[src/include/smf_pkg.sv]
// shared constants and carriers for the serial measurement packet framer
package smf_pkg;
    // register byte offsets
    localparam logic [7:0] SMF_A_CTRL   = 8'h00; // enable, change request
    localparam logic [7:0] SMF_A_WIDTH  = 8'h04; // value widths per type
    localparam logic [7:0] SMF_A_STATUS = 8'h08; // sticky events
    localparam logic [7:0] SMF_A_MASK   = 8'h0C; // interrupt mask
    localparam logic [7:0] SMF_A_STATE  = 8'h10; // live framer state
    // field positions
    localparam int SMF_CTRL_EN_BIT  = 0;  // framer enable
    localparam int SMF_CTRL_CFG_BIT = 1;  // write 1: flag a config change
    localparam int SMF_WID_MEAS_LSB = 0;  // measurement width field
    localparam int SMF_WID_VID_LSB  = 8;  // video width field
    localparam int SMF_EV_FRAME     = 0;  // frame closed
    localparam int SMF_EV_LOST      = 1;  // frame dropped
    localparam int SMF_EV_DUP       = 2;  // second measurement packet
    localparam int SMF_EV_N         = 3;  // number of event bits
    // reset values
    localparam logic       SMF_RST_EN   = 1'h1;
    localparam logic [5:0] SMF_RST_WMEAS = 6'h20; // 32 bit
    localparam logic [5:0] SMF_RST_WVID  = 6'h0E; // 14 bit
    localparam logic [SMF_EV_N-1:0] SMF_RST_MASK = 3'h0;
    // value geometry
    localparam logic [5:0] SMF_W_MIN = 6'h0E; // narrowest value
    localparam logic [5:0] SMF_W_MAX = 6'h20; // widest value
    localparam int         SMF_GRP   = 7;     // payload bits per byte
    // payload type codes
    localparam logic [1:0] SMF_PT_MEAS  = 2'h0;
    localparam logic [1:0] SMF_PT_VIDEO = 2'h1;

    // one value offered by the measuring core
    typedef struct packed {
        logic [31:0] data;  // raw value, lsb aligned
        logic        video; // belongs to a video packet
        logic        last;  // last value of its packet
        logic        eof;   // its packet closes the frame
    } smf_val_t;

    // closing byte of a packet
    typedef struct packed {
        logic       cont;  // always 0
        logic       ext;   // another footer byte follows
        logic       sep;   // always 0, keeps it apart from '>'
        logic       eof;   // last packet of the frame
        logic       cfg;   // configuration changed
        logic [1:0] ptype; // payload_type
        logic       ovf;   // frames were lost
    } smf_footer_t;

    typedef enum logic [2:0] {
        SMF_ST_IDLE = 3'b000, // between frames
        SMF_ST_ASC  = 3'b001, // one reply byte waiting
        SMF_ST_TAKE = 3'b010, // waiting for a value
        SMF_ST_SEND = 3'b011, // emitting value bytes
        SMF_ST_FOOT = 3'b100  // emitting the footer
    } smf_state_t;

    // keeps only the low w bits
    function automatic logic [31:0] smf_mask(input logic [5:0] w);
        smf_mask = (w >= SMF_W_MAX) ? 32'hFFFF_FFFF
                                     : ((32'h0000_0001 << w) - 32'h0000_0001);
    endfunction
endpackage

[src/smf_val_enc.sv]
`timescale 1ns/1ps
// trims a value to its width and works out how many bytes carry it
module smf_val_enc
    import smf_pkg::*;
#(
    parameter int DW = 32                  // value width
) (
    input  wire logic [DW-1:0] i_data,     // raw value
    input  wire logic [5:0]    i_width,    // width in use, 14..32
    output logic      [DW-1:0] o_data,     // value, unused bits zero
    output logic      [2:0]    o_nbytes    // bytes on the line, 2..5
);
    // the byte layout only has room for 32 bits
    if (DW != 32) begin : g_chk
        $error("smf_val_enc: DW must be 32");
    end

    // clearing unused bits here zero-fills the top byte for widths up to 28; five-byte values get their top bits from the shift
    always_comb begin
        o_data = i_data & smf_mask(i_width);
        if (i_width <= 6'h0E) begin
            o_nbytes = 3'h2;
        end else if (i_width <= 6'h15) begin
            o_nbytes = 3'h3;
        end else if (i_width <= 6'h1C) begin
            o_nbytes = 3'h4;
        end else begin
            o_nbytes = 3'h5;
        end
    end
endmodule

[src/smf_framer.sv]
// Strobed register access and the register offsets were left to the implementer.
`timescale 1ns/1ps
// Notes on behaviour
// - bit 7 set while value bytes follow
// - lsb first, 7-bit groups, two to five bytes
// - widths 14 to 32, unused bits zero
// - widths only change at frame boundaries
// - footer layout: 0,ext,0,eof,cfg,type,ovf
// - extension flag zero, single footer byte
// - eof only in frame's last packet
// - payload type 0 measurement, 1 video
// - video packets many, one measurement packet
// - change flag for exactly one frame
// - overflow flag in all footers of the next accepted frame after loss
// - replies only between frames
// - values then one closing footer
module smf_framer
    import smf_pkg::*;
(
    input  wire logic        i_clock,     // 20 MHz
    input  wire logic        i_rst,       // sync, active high
    input  wire logic [7:0]  i_addr,      // register byte address
    input  wire logic [31:0] i_wdata,     // register write data
    input  wire logic        i_wr,        // write strobe
    input  wire logic        i_rd,        // read strobe
    output logic      [31:0] o_rdata,     // read data, cycle after i_rd
    output logic             o_irq,       // level interrupt
    input  wire logic        i_frame_start, // a new frame is ready
    input  wire smf_val_t    i_val,       // value with packet marks
    input  wire logic        i_val_valid, // value offered
    output logic             o_val_ready, // value taken when both high
    input  wire logic [7:0]  i_asc_byte,  // ascii reply byte
    input  wire logic        i_asc_valid, // reply byte offered
    output logic             o_asc_ready, // reply byte taken
    output logic      [7:0]  o_tx_byte,   // byte to the uart
    output logic             o_tx_valid,  // byte offered to the uart
    input  wire logic        i_tx_ready   // uart accepts the byte
);
    smf_state_t          st_q, st_d;      // framer state
    logic                en_q;            // framer enable
    logic [5:0]          wid_meas_q;      // programmed widths
    logic [5:0]          wid_vid_q;
    logic [5:0]          wid_meas_f_q;    // widths frozen for a frame
    logic [5:0]          wid_vid_f_q;
    logic [SMF_EV_N-1:0] mask_q;          // interrupt mask
    logic [SMF_EV_N-1:0] sts_q, sts_d;    // sticky events
    logic                cfg_pend_q;      // change waiting for a frame
    logic                ovf_pend_q;      // loss waiting for a frame
    logic                cfg_frame_q;     // flags of the current frame
    logic                ovf_frame_q;
    logic                in_frame_q;      // frame under way
    logic                in_frame_d;
    logic                meas_sent_q;     // measurement packet done
    logic [31:0]         data_q;          // value bits not yet sent
    logic [2:0]          left_q;          // bytes of the value left
    logic                five_q;          // value uses five bytes
    logic                pkt_last_q;      // marks of the value in flight
    logic                pkt_eof_q;
    logic                pkt_video_q;
    logic [7:0]          asc_q;           // held reply byte
    logic [7:0]          byte_d;          // next line byte
    logic                load;            // line byte loaded this cycle
    logic                out_free;        // output slot can take a byte
    logic                take;            // value accepted
    logic                dup;             // value of a second meas packet
    logic                frame_acc;       // frame accepted
    logic                frame_end;       // frame closed
    logic                lost;            // frame dropped
    logic                cfg_set;         // software changed the setup
    logic [5:0]          w_sel;           // width of the offered value
    logic [31:0]         enc_data;        // trimmed value
    logic [2:0]          enc_nb;          // its byte count
    smf_footer_t         foot;            // footer being built

    // software may write any width; keep it inside what the line carries
    function automatic logic [5:0] clamp_w(input logic [5:0] w);
        if (w < SMF_W_MIN) begin
            clamp_w = SMF_W_MIN;
        end else if (w > SMF_W_MAX) begin
            clamp_w = SMF_W_MAX;
        end else begin
            clamp_w = w;
        end
    endfunction

    // trims and sizes the offered value
    smf_val_enc #(
        .DW       (32)
    ) u_enc (
        .i_data   (i_val.data),
        .i_width  (w_sel),
        .o_data   (enc_data),
        .o_nbytes (enc_nb)
    );

    // handshake and frame level decisions
    always_comb begin
        out_free  = !o_tx_valid || i_tx_ready;
        take      = (st_q == SMF_ST_TAKE) && i_val_valid;
        w_sel     = i_val.video ? wid_vid_f_q : wid_meas_f_q;
        // a second measurement packet is dropped, not sent
        dup       = take && !i_val.video && meas_sent_q;
        frame_end = (st_q == SMF_ST_FOOT && out_free && pkt_eof_q)
                  || (dup && i_val.last && i_val.eof);
        frame_acc = i_frame_start && en_q && !in_frame_q;
        lost      = i_frame_start && en_q && in_frame_q;
        if (frame_acc) begin
            in_frame_d = 1'b1;
        end else if (frame_end) begin
            in_frame_d = 1'b0;
        end else begin
            in_frame_d = in_frame_q;
        end
        cfg_set = i_wr && ((i_addr == SMF_A_CTRL && i_wdata[SMF_CTRL_CFG_BIT])
                  || (i_addr == SMF_A_WIDTH
                      && (clamp_w(i_wdata[SMF_WID_MEAS_LSB +: 6]) != wid_meas_q
                       || clamp_w(i_wdata[SMF_WID_VID_LSB +: 6]) != wid_vid_q)));
    end

    // footer fields of the packet being closed
    always_comb begin
        foot.cont  = 1'b0;
        foot.ext   = 1'b0;
        foot.sep   = 1'b0;
        foot.eof   = pkt_eof_q;
        foot.cfg   = cfg_frame_q;
        foot.ptype = pkt_video_q ? SMF_PT_VIDEO : SMF_PT_MEAS;
        foot.ovf   = ovf_frame_q;
    end

    // sequencing: value bytes, then footer, replies only when idle
    always_comb begin
        st_d   = st_q;
        load   = 1'b0;
        byte_d = 8'h00;
        case (st_q)
            SMF_ST_IDLE: begin
                if (in_frame_q) begin
                    st_d = SMF_ST_TAKE;
                end else if (o_asc_ready && i_asc_valid) begin
                    st_d = SMF_ST_ASC;
                end
            end
            SMF_ST_ASC: begin
                if (out_free) begin
                    load   = 1'b1;
                    byte_d = asc_q;
                    st_d   = SMF_ST_IDLE;
                end
            end
            SMF_ST_TAKE: begin
                if (take && !dup) begin
                    st_d = SMF_ST_SEND;
                end else if (frame_end) begin
                    st_d = SMF_ST_IDLE;
                end
            end
            SMF_ST_SEND: begin
                if (out_free) begin
                    load   = 1'b1;
                    // continuation bit over the low group
                    byte_d = {left_q != 3'h1, data_q[SMF_GRP-1:0]};
                    if (left_q == 3'h1) begin
                        st_d = pkt_last_q ? SMF_ST_FOOT : SMF_ST_TAKE;
                    end
                end
            end
            SMF_ST_FOOT: begin
                if (out_free) begin
                    load   = 1'b1;
                    byte_d = foot;
                    st_d   = pkt_eof_q ? SMF_ST_IDLE : SMF_ST_TAKE;
                end
            end
            default: begin
                st_d = SMF_ST_IDLE;
            end
        endcase
    end

    // state and the two ready flags, both derived from the next state
    always_ff @(posedge i_clock) begin
        if (i_rst) begin
            st_q        <= SMF_ST_IDLE;
            o_val_ready <= 1'b0;
            o_asc_ready <= 1'b0;
        end else begin
            st_q        <= st_d;
            o_val_ready <= (st_d == SMF_ST_TAKE);
            o_asc_ready <= (st_d == SMF_ST_IDLE) && !in_frame_d;
        end
    end

    // value in flight; shifting right pulls zeros into the top byte
    always_ff @(posedge i_clock) begin
        if (i_rst) begin
            data_q      <= 32'h0000_0000;
            left_q      <= 3'h0;
            five_q      <= 1'b0;
            pkt_last_q  <= 1'b0;
            pkt_eof_q   <= 1'b0;
            pkt_video_q <= 1'b0;
            asc_q       <= 8'h00;
        end else begin
            if (take && !dup) begin
                data_q      <= enc_data;
                left_q      <= enc_nb;
                five_q      <= (enc_nb == 3'h5);
                pkt_last_q  <= i_val.last;
                pkt_eof_q   <= i_val.eof;
                pkt_video_q <= i_val.video;
            end else if (st_q == SMF_ST_SEND && out_free) begin
                data_q <= data_q >> SMF_GRP;
                left_q <= left_q - 3'h1;
            end
            if (st_q == SMF_ST_IDLE && o_asc_ready && i_asc_valid
                && !in_frame_q) begin
                asc_q <= i_asc_byte;
            end
        end
    end

    // output slot towards the uart
    always_ff @(posedge i_clock) begin
        if (i_rst) begin
            o_tx_byte  <= 8'h00;
            o_tx_valid <= 1'b0;
        end else if (load) begin
            o_tx_byte  <= byte_d;
            o_tx_valid <= 1'b1;
        end else if (i_tx_ready) begin
            o_tx_valid <= 1'b0;
        end
    end

    // frame bookkeeping: flags and widths are frozen at frame start
    always_ff @(posedge i_clock) begin
        if (i_rst) begin
            in_frame_q   <= 1'b0;
            wid_meas_f_q <= SMF_RST_WMEAS;
            wid_vid_f_q  <= SMF_RST_WVID;
            cfg_frame_q  <= 1'b0;
            ovf_frame_q  <= 1'b0;
            meas_sent_q  <= 1'b0;
            cfg_pend_q   <= 1'b0;
            ovf_pend_q   <= 1'b0;
        end else begin
            in_frame_q <= in_frame_d;
            if (frame_acc) begin
                wid_meas_f_q <= wid_meas_q;
                wid_vid_f_q  <= wid_vid_q;
                cfg_frame_q  <= cfg_pend_q;
                ovf_frame_q  <= ovf_pend_q;
                meas_sent_q  <= 1'b0;
            end else if (st_q == SMF_ST_FOOT && out_free && !pkt_video_q) begin
                meas_sent_q <= 1'b1;
            end
            // a new change or loss in the hand-over cycle is kept
            cfg_pend_q <= cfg_set || (cfg_pend_q && !frame_acc);
            ovf_pend_q <= lost || (ovf_pend_q && !frame_acc);
        end
    end

    // software registers
    always_ff @(posedge i_clock) begin
        if (i_rst) begin
            en_q       <= SMF_RST_EN;
            wid_meas_q <= SMF_RST_WMEAS;
            wid_vid_q  <= SMF_RST_WVID;
            mask_q     <= SMF_RST_MASK;
        end else if (i_wr) begin
            case (i_addr)
                SMF_A_CTRL: begin
                    en_q <= i_wdata[SMF_CTRL_EN_BIT];
                end
                SMF_A_WIDTH: begin
                    wid_meas_q <= clamp_w(i_wdata[SMF_WID_MEAS_LSB +: 6]);
                    wid_vid_q  <= clamp_w(i_wdata[SMF_WID_VID_LSB +: 6]);
                end
                SMF_A_MASK: begin
                    mask_q <= i_wdata[SMF_EV_N-1:0];
                end
                default: begin
                end
            endcase
        end
    end

    // sticky events; an event in the clearing read's cycle survives
    always_comb begin
        sts_d = sts_q;
        if (i_rd && i_addr == SMF_A_STATUS) begin
            sts_d = '0;
        end
        sts_d[SMF_EV_FRAME] = sts_d[SMF_EV_FRAME] | frame_end;
        sts_d[SMF_EV_LOST]  = sts_d[SMF_EV_LOST] | lost;
        sts_d[SMF_EV_DUP]   = sts_d[SMF_EV_DUP] | dup;
    end

    // status, interrupt and read data
    always_ff @(posedge i_clock) begin
        if (i_rst) begin
            sts_q   <= '0;
            o_irq   <= 1'b0;
            o_rdata <= 32'h0000_0000;
        end else begin
            sts_q   <= sts_d;
            o_irq   <= |(sts_d & mask_q);
            o_rdata <= 32'h0000_0000;
            if (i_rd) begin
                case (i_addr)
                    SMF_A_CTRL:   o_rdata <= {31'h0, en_q};
                    SMF_A_WIDTH:  o_rdata <= {18'h0, wid_vid_q, 2'h0,
                                              wid_meas_q};
                    SMF_A_STATUS: o_rdata <= {29'h0, sts_q};
                    SMF_A_MASK:   o_rdata <= {29'h0, mask_q};
                    SMF_A_STATE:  o_rdata <= {25'h0, in_frame_q, ovf_pend_q,
                                              cfg_pend_q, meas_sent_q, st_q};
                    default:      o_rdata <= 32'h0000_0000;
                endcase
            end
        end
    end
endmodule

[config.mk]
export PLATFORM = sky130hd
export DESIGN_NAME = smf_framer
export DESIGN_NICKNAME = d
export VERILOG_FILES = /design/src/include/smf_pkg.sv /design/src/smf_val_enc.sv /design/src/smf_framer.sv
export SDC_FILE = /design/constraint.sdc
export NUM_CORES = 1
export LEC_CHECK = 0
export ABC_AREA = 1
export ABC_CLOCK_PERIOD_IN_PS = 1930
export BUFFER_PORTS_ARGS = -buffer_cell sky130_fd_sc_hd__buf_2
export CAP_MARGIN = 15
export CORE_AREA = 10 10 122 124
export DETAILED_ROUTE_END_ITERATION = 8
export DIE_AREA = 0 0 132 134
export PLACE_DENSITY = 0.76
export SLEW_MARGIN = 20
export SYNTH_ARGS = -nofsm -noshare
export SYNTH_HDL_FRONTEND = slang
export SYNTH_SLANG_ARGS = --single-unit
[constraint.sdc]
create_clock -name i_clock -period 1.93 [get_ports i_clock]
set_input_delay 0 -clock i_clock [delete_from_list [all_inputs] [get_ports i_clock]]
set_output_delay 0 -clock i_clock [all_outputs]
set_load 0.005 [all_outputs]
==> results by group, run 1 <==
Critical path
  – Crit path max fanout: 9
  – Worst R2R Start: wid_meas_f_q[3]
  – Crit Reg-Reg Endpoint: data_q[6]
  – Worst Path Required: 2170 ps
  – Worst Setup Path Type: reg -> reg
  – Element type at the critical path end: register
  – Critical Path Source Type: register
  – Reg2Reg Depth: 13
  – Internal reg-to-reg setup slack: -5 ps
  – Crit path launch: wid_meas_f_q[3]
  – Arrival time of data at the critical path endpoint: 2170 ps

Timing
  – Pin slew with the least headroom to its limit: 504.1 ps
  – Achievable frequency: 516.9 MHz
  – Final Hold Vio Count: 1
  – Minimum clock period after layout: 1935 ps
  – Summed negative setup slack over all endpoints: -4.788 ps
  – Setup repair after global routing missed its margin: yes
  – Slew Viols, Final: 0
  – Post-layout worst setup margin: -4.788 ps
  – Final worst clock skew: 7.014 ps
  – Post-Route Hold Slack: -2.344 ps
  – Final-report setup violation count: 1
  – Relative slew slack: 66.39%
  – Tcrit/Tclk final: 100.2%

Routing
  – Via count: 6785
  – DR DRC count: 0
  – Routed Antenna Nets: 0
  – Via-to-Cell Ratio: 5.284
  – Wire length per cell: 15.52 um
  – Final wirelength: 19920 um
  – Detailed Routing Iterations Pass 1: 6
  – Violation count after the first detailed-route iteration: 562

Outcome
  – Failing checks: hold timing, setup timing
  – Result of the run: complete, but fails checks

Clock network
  – Clock sinks: 111
  – Clock latency reported for the late side of the worst-skew pair: 360 ps
  – Clock Pin Slew Worst Setup and Hold Paths: 70 ps
  – Clock tree from TritonCTS: built
  – Total number of H-tree levels: 3
  – Clock buffer depth: 2
  – Number of buffers inserted during clock tree synthesis: 9
  – Cell chosen for the clock root: sky130_fd_sc_hd__clkbuf_16

Logic synthesis
  – Mean cell area of the mapped netlist: 6.692 sq um
  – Number of register bits inferred by synthesis: 111
  – Distinct cells, synth: 46
  – Number of synthesis warnings: 0
  – Proportion of synthesized chip area in sequential cells: 36.29%
  – Share of the synthesized area in the top cell type: 36.29%
  – Cells after synthesis: 915
  – Summed instance area of the synthesized netlist: 0.006123 sq mm
  – Synth top area cells: sky130_fd_sc_hd__dfxtp_1 36%, sky130_fd_sc_hd__nand2_1 11%, sky130_fd_sc_hd__a21oi_1 6.6%, sky130_fd_sc_hd__o21ai_0 6.6%, sky130_fd_sc_hd__inv_1 6.4%
  – Post-synthesis cell type with the largest combined area: sky130_fd_sc_hd__dfxtp_1

Layout
  – Proportion of layout cells with a drive suffix above 1: 27.88%
  – Area Overhead vs Synth: 35.21%
  – Net count, final: 1201
  – Diode count: 0

GRT
  – Met1 track demand over resource in global routing: 25.16%
  – Most Crowded Layer GR: met2
  – Vias in the first global route: 6559
  – Met3 GRT Util: 4.817%
  – Met2 GRT Util: 38.57%
  – Global-route wire length before repair: 32180 um
  – Pin count of the biggest net entering global routing: 57
  – Grt total ovfl: 0
  – Global Route Usage Sum: 21.99%
  – Number of antenna violations at the first check in global routing: 0

Hold path
  – Min-Delay Endpoint: data_q[24]
  – Path class of the lowest-slack min-delay path: in -> reg
  – Hold path depth: 5
  – Min-delay src: i_val[27]

Floorplanning
  – I/O pin count: 135
  – Effective utilization at floorplan: 49.12%
  – Floorplan die area: 0.01769 sq mm
  – FP Rows: 41
  – Die Wd: 132 um
  – Die height: 134 um
  – Area of the core: 0.01247 sq mm

Run
  – Maximum Capacitance Violations: 0

Placed design
  – Weighted congestion at the end of routability-driven global placement: 0.9492
  – Port buffer count: 95
  – DP Worst Slack: -28.86 ps
  – Estimated wirelength of the detail-placed design: 14560 um

Power and ir drop
  – Pwr/cell area: 691.1 mW/mm^2
  – VDD IR max: 0.7344 mV
  – Cell leakage power: 3.781 nW
## how the worst max path moves through the flow
stage | cells after the start | slack [ps] | to
floorplan | 14 | 10 | data_q[26]
global placement | 17 | 20 | data_q[26]
detailed placement | 14 | -30 | data_q[24]
CTS | 11 | 10 | data_q[27]
global route | 13 | -90 | data_q[6]
finish | 13 | -5 | data_q[6]
## power breakdown
part,internal [mW],total [mW],switching (mW),leakage (nW)
registers,2.39,2.45,0.0566,0.904
logic,0.498,1.23,0.735,2.71
clock network,1.18,2.04,0.858,0.163
## critical path: stages (launching register included)
cell and delay, ps:
sky130_fd_sc_hd__dfxtp_2 320, sky130_fd_sc_hd__nand2_1 80, sky130_fd_sc_hd__nand2_2 100, sky130_fd_sc_hd__buf_12 150
sky130_fd_sc_hd__nor2_4 240, sky130_fd_sc_hd__nand3_1 130, sky130_fd_sc_hd__nand2_2 110, sky130_fd_sc_hd__buf_4 120
sky130_fd_sc_hd__buf_4 100, sky130_fd_sc_hd__inv_1 50, sky130_fd_sc_hd__nand3_1 80, sky130_fd_sc_hd__nand3_1 100
sky130_fd_sc_hd__nand3_1 140, sky130_fd_sc_hd__a31oi_1 90
## registers in the layout (all words and copies together) (netlist names), 3 cells and up, named ones only
name	count
o_tx_byte	8
left_q	3
wid_meas_f_q	6
mask_q	3
asc_q	8
st_q	3
wid_vid_q	6
wid_meas_q	6
wid_vid_f_q	6
sts_q	3
o_rdata	13
data_q	32
## per-layer routing
metal  part of all wire [%]  up-vias
met1                     40     3092
met3                    6.7       49
met5                      0        -
met4                    3.4        0
met2                     50      285
li1                       -     3359
## area by class of cell
class | count | area, sq um
Tap cell | 172 | 215.2
Clock inverter | 6 | 91.34
Multi-Input combinational cell | 658 | 3550
Fill cell | 1110 | 4187
Clock buffer | 10 | 239.0
Inverter | 114 | 441.7
Timing Repair Buffer | 211 | 1493
Timing Repair inverter | 2 | 15.01
Sequential cell | 111 | 2235
## cell families after synthesis
logic type	share of synthesized area (%)
xor+xnor	0.7151
compound gates	18.86
simple gates	31.61
flops	36.29
buf+inv	11.85
other cells	0.06124
fa+ha+maj	0.6131
## synth_stat cells, drive strengths merged
library cell	instances
a41oi	1
clkbuf	19
clkinv	2
nand2	196
nand3b	1
nand3	72
xor2	5
a311oi	2
o21bai	1
o31ai	3
o2111ai	1
conb	1
or2	2
and2	2
a221oi	4
nor3	16
a31oi	7
o21ai	84
ha	3
a21oi	82
o22ai	6
o211ai	8
a211oi	3
inv	112
nor2	118
nand4	12
dfxtp	111
nor4	4
a22oi	6
buf	31
## cell usage in the layout, fill, tap and decap left out, types with 4 or more instances in the layout
cell / count
sky130_fd_sc_hd__nand2_1: 159
sky130_fd_sc_hd__dfxtp_1: 101
sky130_fd_sc_hd__inv_1: 97
sky130_fd_sc_hd__buf_2: 95
sky130_fd_sc_hd__nor2_1: 91
sky130_fd_sc_hd__o21ai_0: 78
sky130_fd_sc_hd__a21oi_1: 77
sky130_fd_sc_hd__buf_4: 68
sky130_fd_sc_hd__nand3_1: 57
sky130_fd_sc_hd__dlygate4sd3_1: 41
sky130_fd_sc_hd__nand2_2: 30
sky130_fd_sc_hd__conb_1: 19
sky130_fd_sc_hd__nor2_4: 14
sky130_fd_sc_hd__nor2_2: 12
sky130_fd_sc_hd__nand4_1: 12
sky130_fd_sc_hd__nor3_1: 12
sky130_fd_sc_hd__inv_2: 11
sky130_fd_sc_hd__nand3_2: 10
sky130_fd_sc_hd__dfxtp_2: 10
sky130_fd_sc_hd__clkbuf_16: 9
sky130_fd_sc_hd__o211ai_1: 8
sky130_fd_sc_hd__nand2_4: 7
sky130_fd_sc_hd__a31oi_1: 6
sky130_fd_sc_hd__o22ai_1: 6
sky130_fd_sc_hd__a22oi_1: 6
sky130_fd_sc_hd__nand3_4: 5
sky130_fd_sc_hd__a21oi_2: 5
sky130_fd_sc_hd__xor2_1: 5
sky130_fd_sc_hd__buf_6: 5
sky130_fd_sc_hd__inv_4: 4
sky130_fd_sc_hd__nor3_2: 4
sky130_fd_sc_hd__a221oi_1: 4
sky130_fd_sc_hd__o21ai_1: 4
## per-stage QoR
stage          hold WS [ps]  instance area (sq um)  utilization [%]  instances  total power, mW
5_1_grt               2.943                   8279            66.42       1284            5.978
3_5_place_dp          230.4                   7119            57.11       1218            3.512
2_1_floorplan         80.99                   6191                -        933            3.149
3_3_place_gp          225.7                   7119            57.11       1218            3.504
4_1_cts               1.238                   7881            63.22       1275            5.613
6_report             -2.344                   8279            66.42       1284            5.722
## timing repair
item / in CTS / in global routing
resized for setup: 9 / 100
endpoints found under the hold margin: 39 / 0
gates cloned: 0 / 2
hold buffers: 41 / 0
pin swaps: 3 / 28
buffers inserted: 0 / 7
endpoints found under the setup margin: 8 / 38
No activity file was read; power rests on OpenSTA's default activity.
==> inputs of run 2 (changes only) <==
ABC_CLOCK_PERIOD_IN_PS = 2500   (was 1930)
BUFFER_PORTS_ARGS = default   (was -buffer_cell sky130_fd_sc_hd__buf_2)
CORE_AREA = 10 10 168 170   (was 10 10 122 124)
DIE_AREA = 0 0 178 180   (was 0 0 132 134)
DONT_BUFFER_PORTS = 1   (was default)
PLACE_DENSITY = 0.38   (was 0.76)
clock period = 2.5 ns   (was 1.93 ns; I/O delays follow)
==> run 2 against run 1 <==
The flow now finishes without violations. Largest cell class unchanged. Clock power is 25% lower. Via count is 10% lower. Power is 27% lower. Sequential power is 22% lower. Clock skew is 1.4 ps higher.
==> results by group, run 2 (synthesis results as in run 1) <==
Layout
  – Area Overhead vs Synth: 22.31%
  – Net count, final: 1076
  – Multi-input gate area: 0.003264 sq mm
  – Layout Cells excl Fill: 1317
  – Number of flip-flops under the largest register name: 32
  – Final core utilization: 30.09%
  – Diode count: 0
  – Fill cell count: 2790
  – Most frequent standard cell in the layout excluding fill and tap cells: sky130_fd_sc_hd__nand2_1
  – Commonest cells after routing, fill and taps aside: 185 x sky130_fd_sc_hd__nand2_1, 111 x sky130_fd_sc_hd__dfxtp_1, 104 x sky130_fd_sc_hd__inv_1
  – Final non-filler cell area: 0.007490 sq mm
  – Biggest registers after layout: data_q x32, o_rdata x13
  – Seq. cell area: 0.002222 sq mm
  – Register with the highest flop count: data_q
  – Proportion of layout cells with a drive suffix above 1: 8.815%

Clock network
  – Clock sinks: 111
  – Clock buffer depth: 2
  – Clock tree from TritonCTS: built
  – Setup fix buffers added after clock tree synthesis: 0
  – Cell chosen for the clock root: sky130_fd_sc_hd__clkbuf_16
  – Clock latency reported for the late side of the worst-skew pair: 360 ps
  – Clock Pin Slew Worst Setup and Hold Paths: 80 ps
  – Total number of H-tree levels: 3
  – Number of buffers inserted during clock tree synthesis: 9

Timing
  – Achievable frequency: 422.2 MHz
  – Tcrit/Tclk final: 94.74%
  – Post-Route Hold Slack: 12.13 ps
  – Final-report setup violation count: 0
  – Final worst clock skew: 8.414 ps
  – Relative slew slack: 54.59%
  – Summed negative setup slack over all endpoints: 0 ps
  – Setup repair after global routing missed its margin: no
  – Post-layout worst setup margin: 131.5 ps
  – Pin slew with the least headroom to its limit: 676.6 ps
  – Slew Viols, Final: 0
  – Final Hold Vio Count: 0
  – Minimum clock period after layout: 2368 ps

Critical path
  – Critical Path Source Type: primary input
  – Internal reg-to-reg setup slack: 280 ps
  – Worst Path Required: 2810 ps
  – Crit path max fanout: 3
  – Element type at the critical path end: register
  – Crit path launch: i_addr[6]
  – End of the critical path: o_rdata[5]
  – Reg2Reg Depth: 9
  – Worst R2R Start: st_q[1]
  – Worst Setup Path Type: in -> reg
  – Arrival time of data at the critical path endpoint: 2680 ps
  – Crit Reg-Reg Endpoint: o_asc_ready

Hold path
  – Path class of the lowest-slack min-delay path: in -> reg
  – Min-delay src: i_val[25]

Floorplanning
  – Area of the core: 0.02489 sq mm
  – Die height: 180 um
  – I/O pin count: 135
  – FP Rows: 58
  – Effective utilization at floorplan: 24.60%
  – Floorplan die area: 0.03204 sq mm
  – Die Wd: 178 um

Power and ir drop
  – Pwr/cell area: 556.0 mW/mm^2
  – Clock power share: 36.4%
  – Fraction of power consumed by sequential logic: 45.5%
  – Cell leakage power: 3.170 nW
  – Net Sw Frac: 30.35%
  – Proportion of power drawn by combinational gates: 18.1%
  – VDD IR max: 0.3101 mV
  – Final total power: 4.164 mW
  – Net switching power of the design: 1.264 mW
  – Internal Power: 2.900 mW

Placed design
  – Cell total after placement: 1233
  – DP Worst Slack: 277.5 ps
  – Estimated wirelength of the detail-placed design: 16700 um
  – Area after detailed placement: 0.006469 sq mm
  – Weighted congestion at the end of routability-driven global placement: 0.8749
  – Port buffer count: 0

GRT
  – Global Route Usage Sum: 13.84%
  – Grt total ovfl: 0
  – Vias in the first global route: 6200
  – Pin count of the biggest net entering global routing: 52
  – Number of antenna violations at the first check in global routing: 0
  – Global-route wire length before repair: 35330 um

Routing
  – Via-to-Cell Ratio: 4.623
  – Routed Antenna Nets: 0
  – Wire length per cell: 16.71 um
  – DR DRC count: 0
  – Via count: 6088
  – Final wirelength: 22010 um
  – Violation count after the first detailed-route iteration: 353
  – Detailed Routing Iterations Pass 1: 5

Run
  – Maximum Capacitance Violations: 0

Outcome
  – Result of the run: complete, no violations
[run 2: how the worst min path moves through the flow]
stage | endpoint | cells after the start
detailed placement | wid_vid_q[4] | 1
CTS | en_q | 5
floorplan | sts_q[1] | 1
global route | data_q[22] | 4
global placement | wid_vid_q[4] | 1
finish | data_q[22] | 4
[run 2: final cells by class]
cell class | instances | area share, %
timing repair buffer | 88 | 11.39
inverter | 114 | 5.713
clock inverter | 7 | 1.119
multi-input combinational | 658 | 43.59
clock buffer | 9 | 3.007
sequential | 111 | 29.67
tap | 330 | 5.513
[run 2: worst max-delay path, stage by stage]
cell and delay, ps:
sky130_fd_sc_hd__dlygate4sd3_1 550, sky130_fd_sc_hd__nor3_2 190, sky130_fd_sc_hd__dlygate4sd3_1 580, sky130_fd_sc_hd__nand4_1 80, sky130_fd_sc_hd__dlygate4sd3_1 590, sky130_fd_sc_hd__a21oi_1 120
sky130_fd_sc_hd__dlygate4sd3_1 560
[run 2: repair_timing]
item / 4_1_cts / 5_1_grt
endpoints found under the hold margin: 81 / 0
resized for setup: 0 / 5
hold buffers: 68 / 0
endpoints found under the setup margin: 0 / 6
[run 2: power by group through the flow]
stage          registers (mW)  clock network [mW]  logic [mW]
2_1_floorplan            1.92                   0       0.513
3_3_place_gp             1.94                   0       0.651
3_5_place_dp             1.94                   0       0.651
4_1_cts                  1.90                1.58       0.757
5_1_grt                  1.91                1.64       0.859
6_report                 1.90                1.52       0.752
[run 2: per-layer routing]
metal	up-vias	share of wire, %	track usage [%]
met1	2808	46	17.97
met2	147	47	22.74
met5	-	0	0
met4	0	0.84	2.935
li1	3120	-	-
met3	13	5.5	3.164
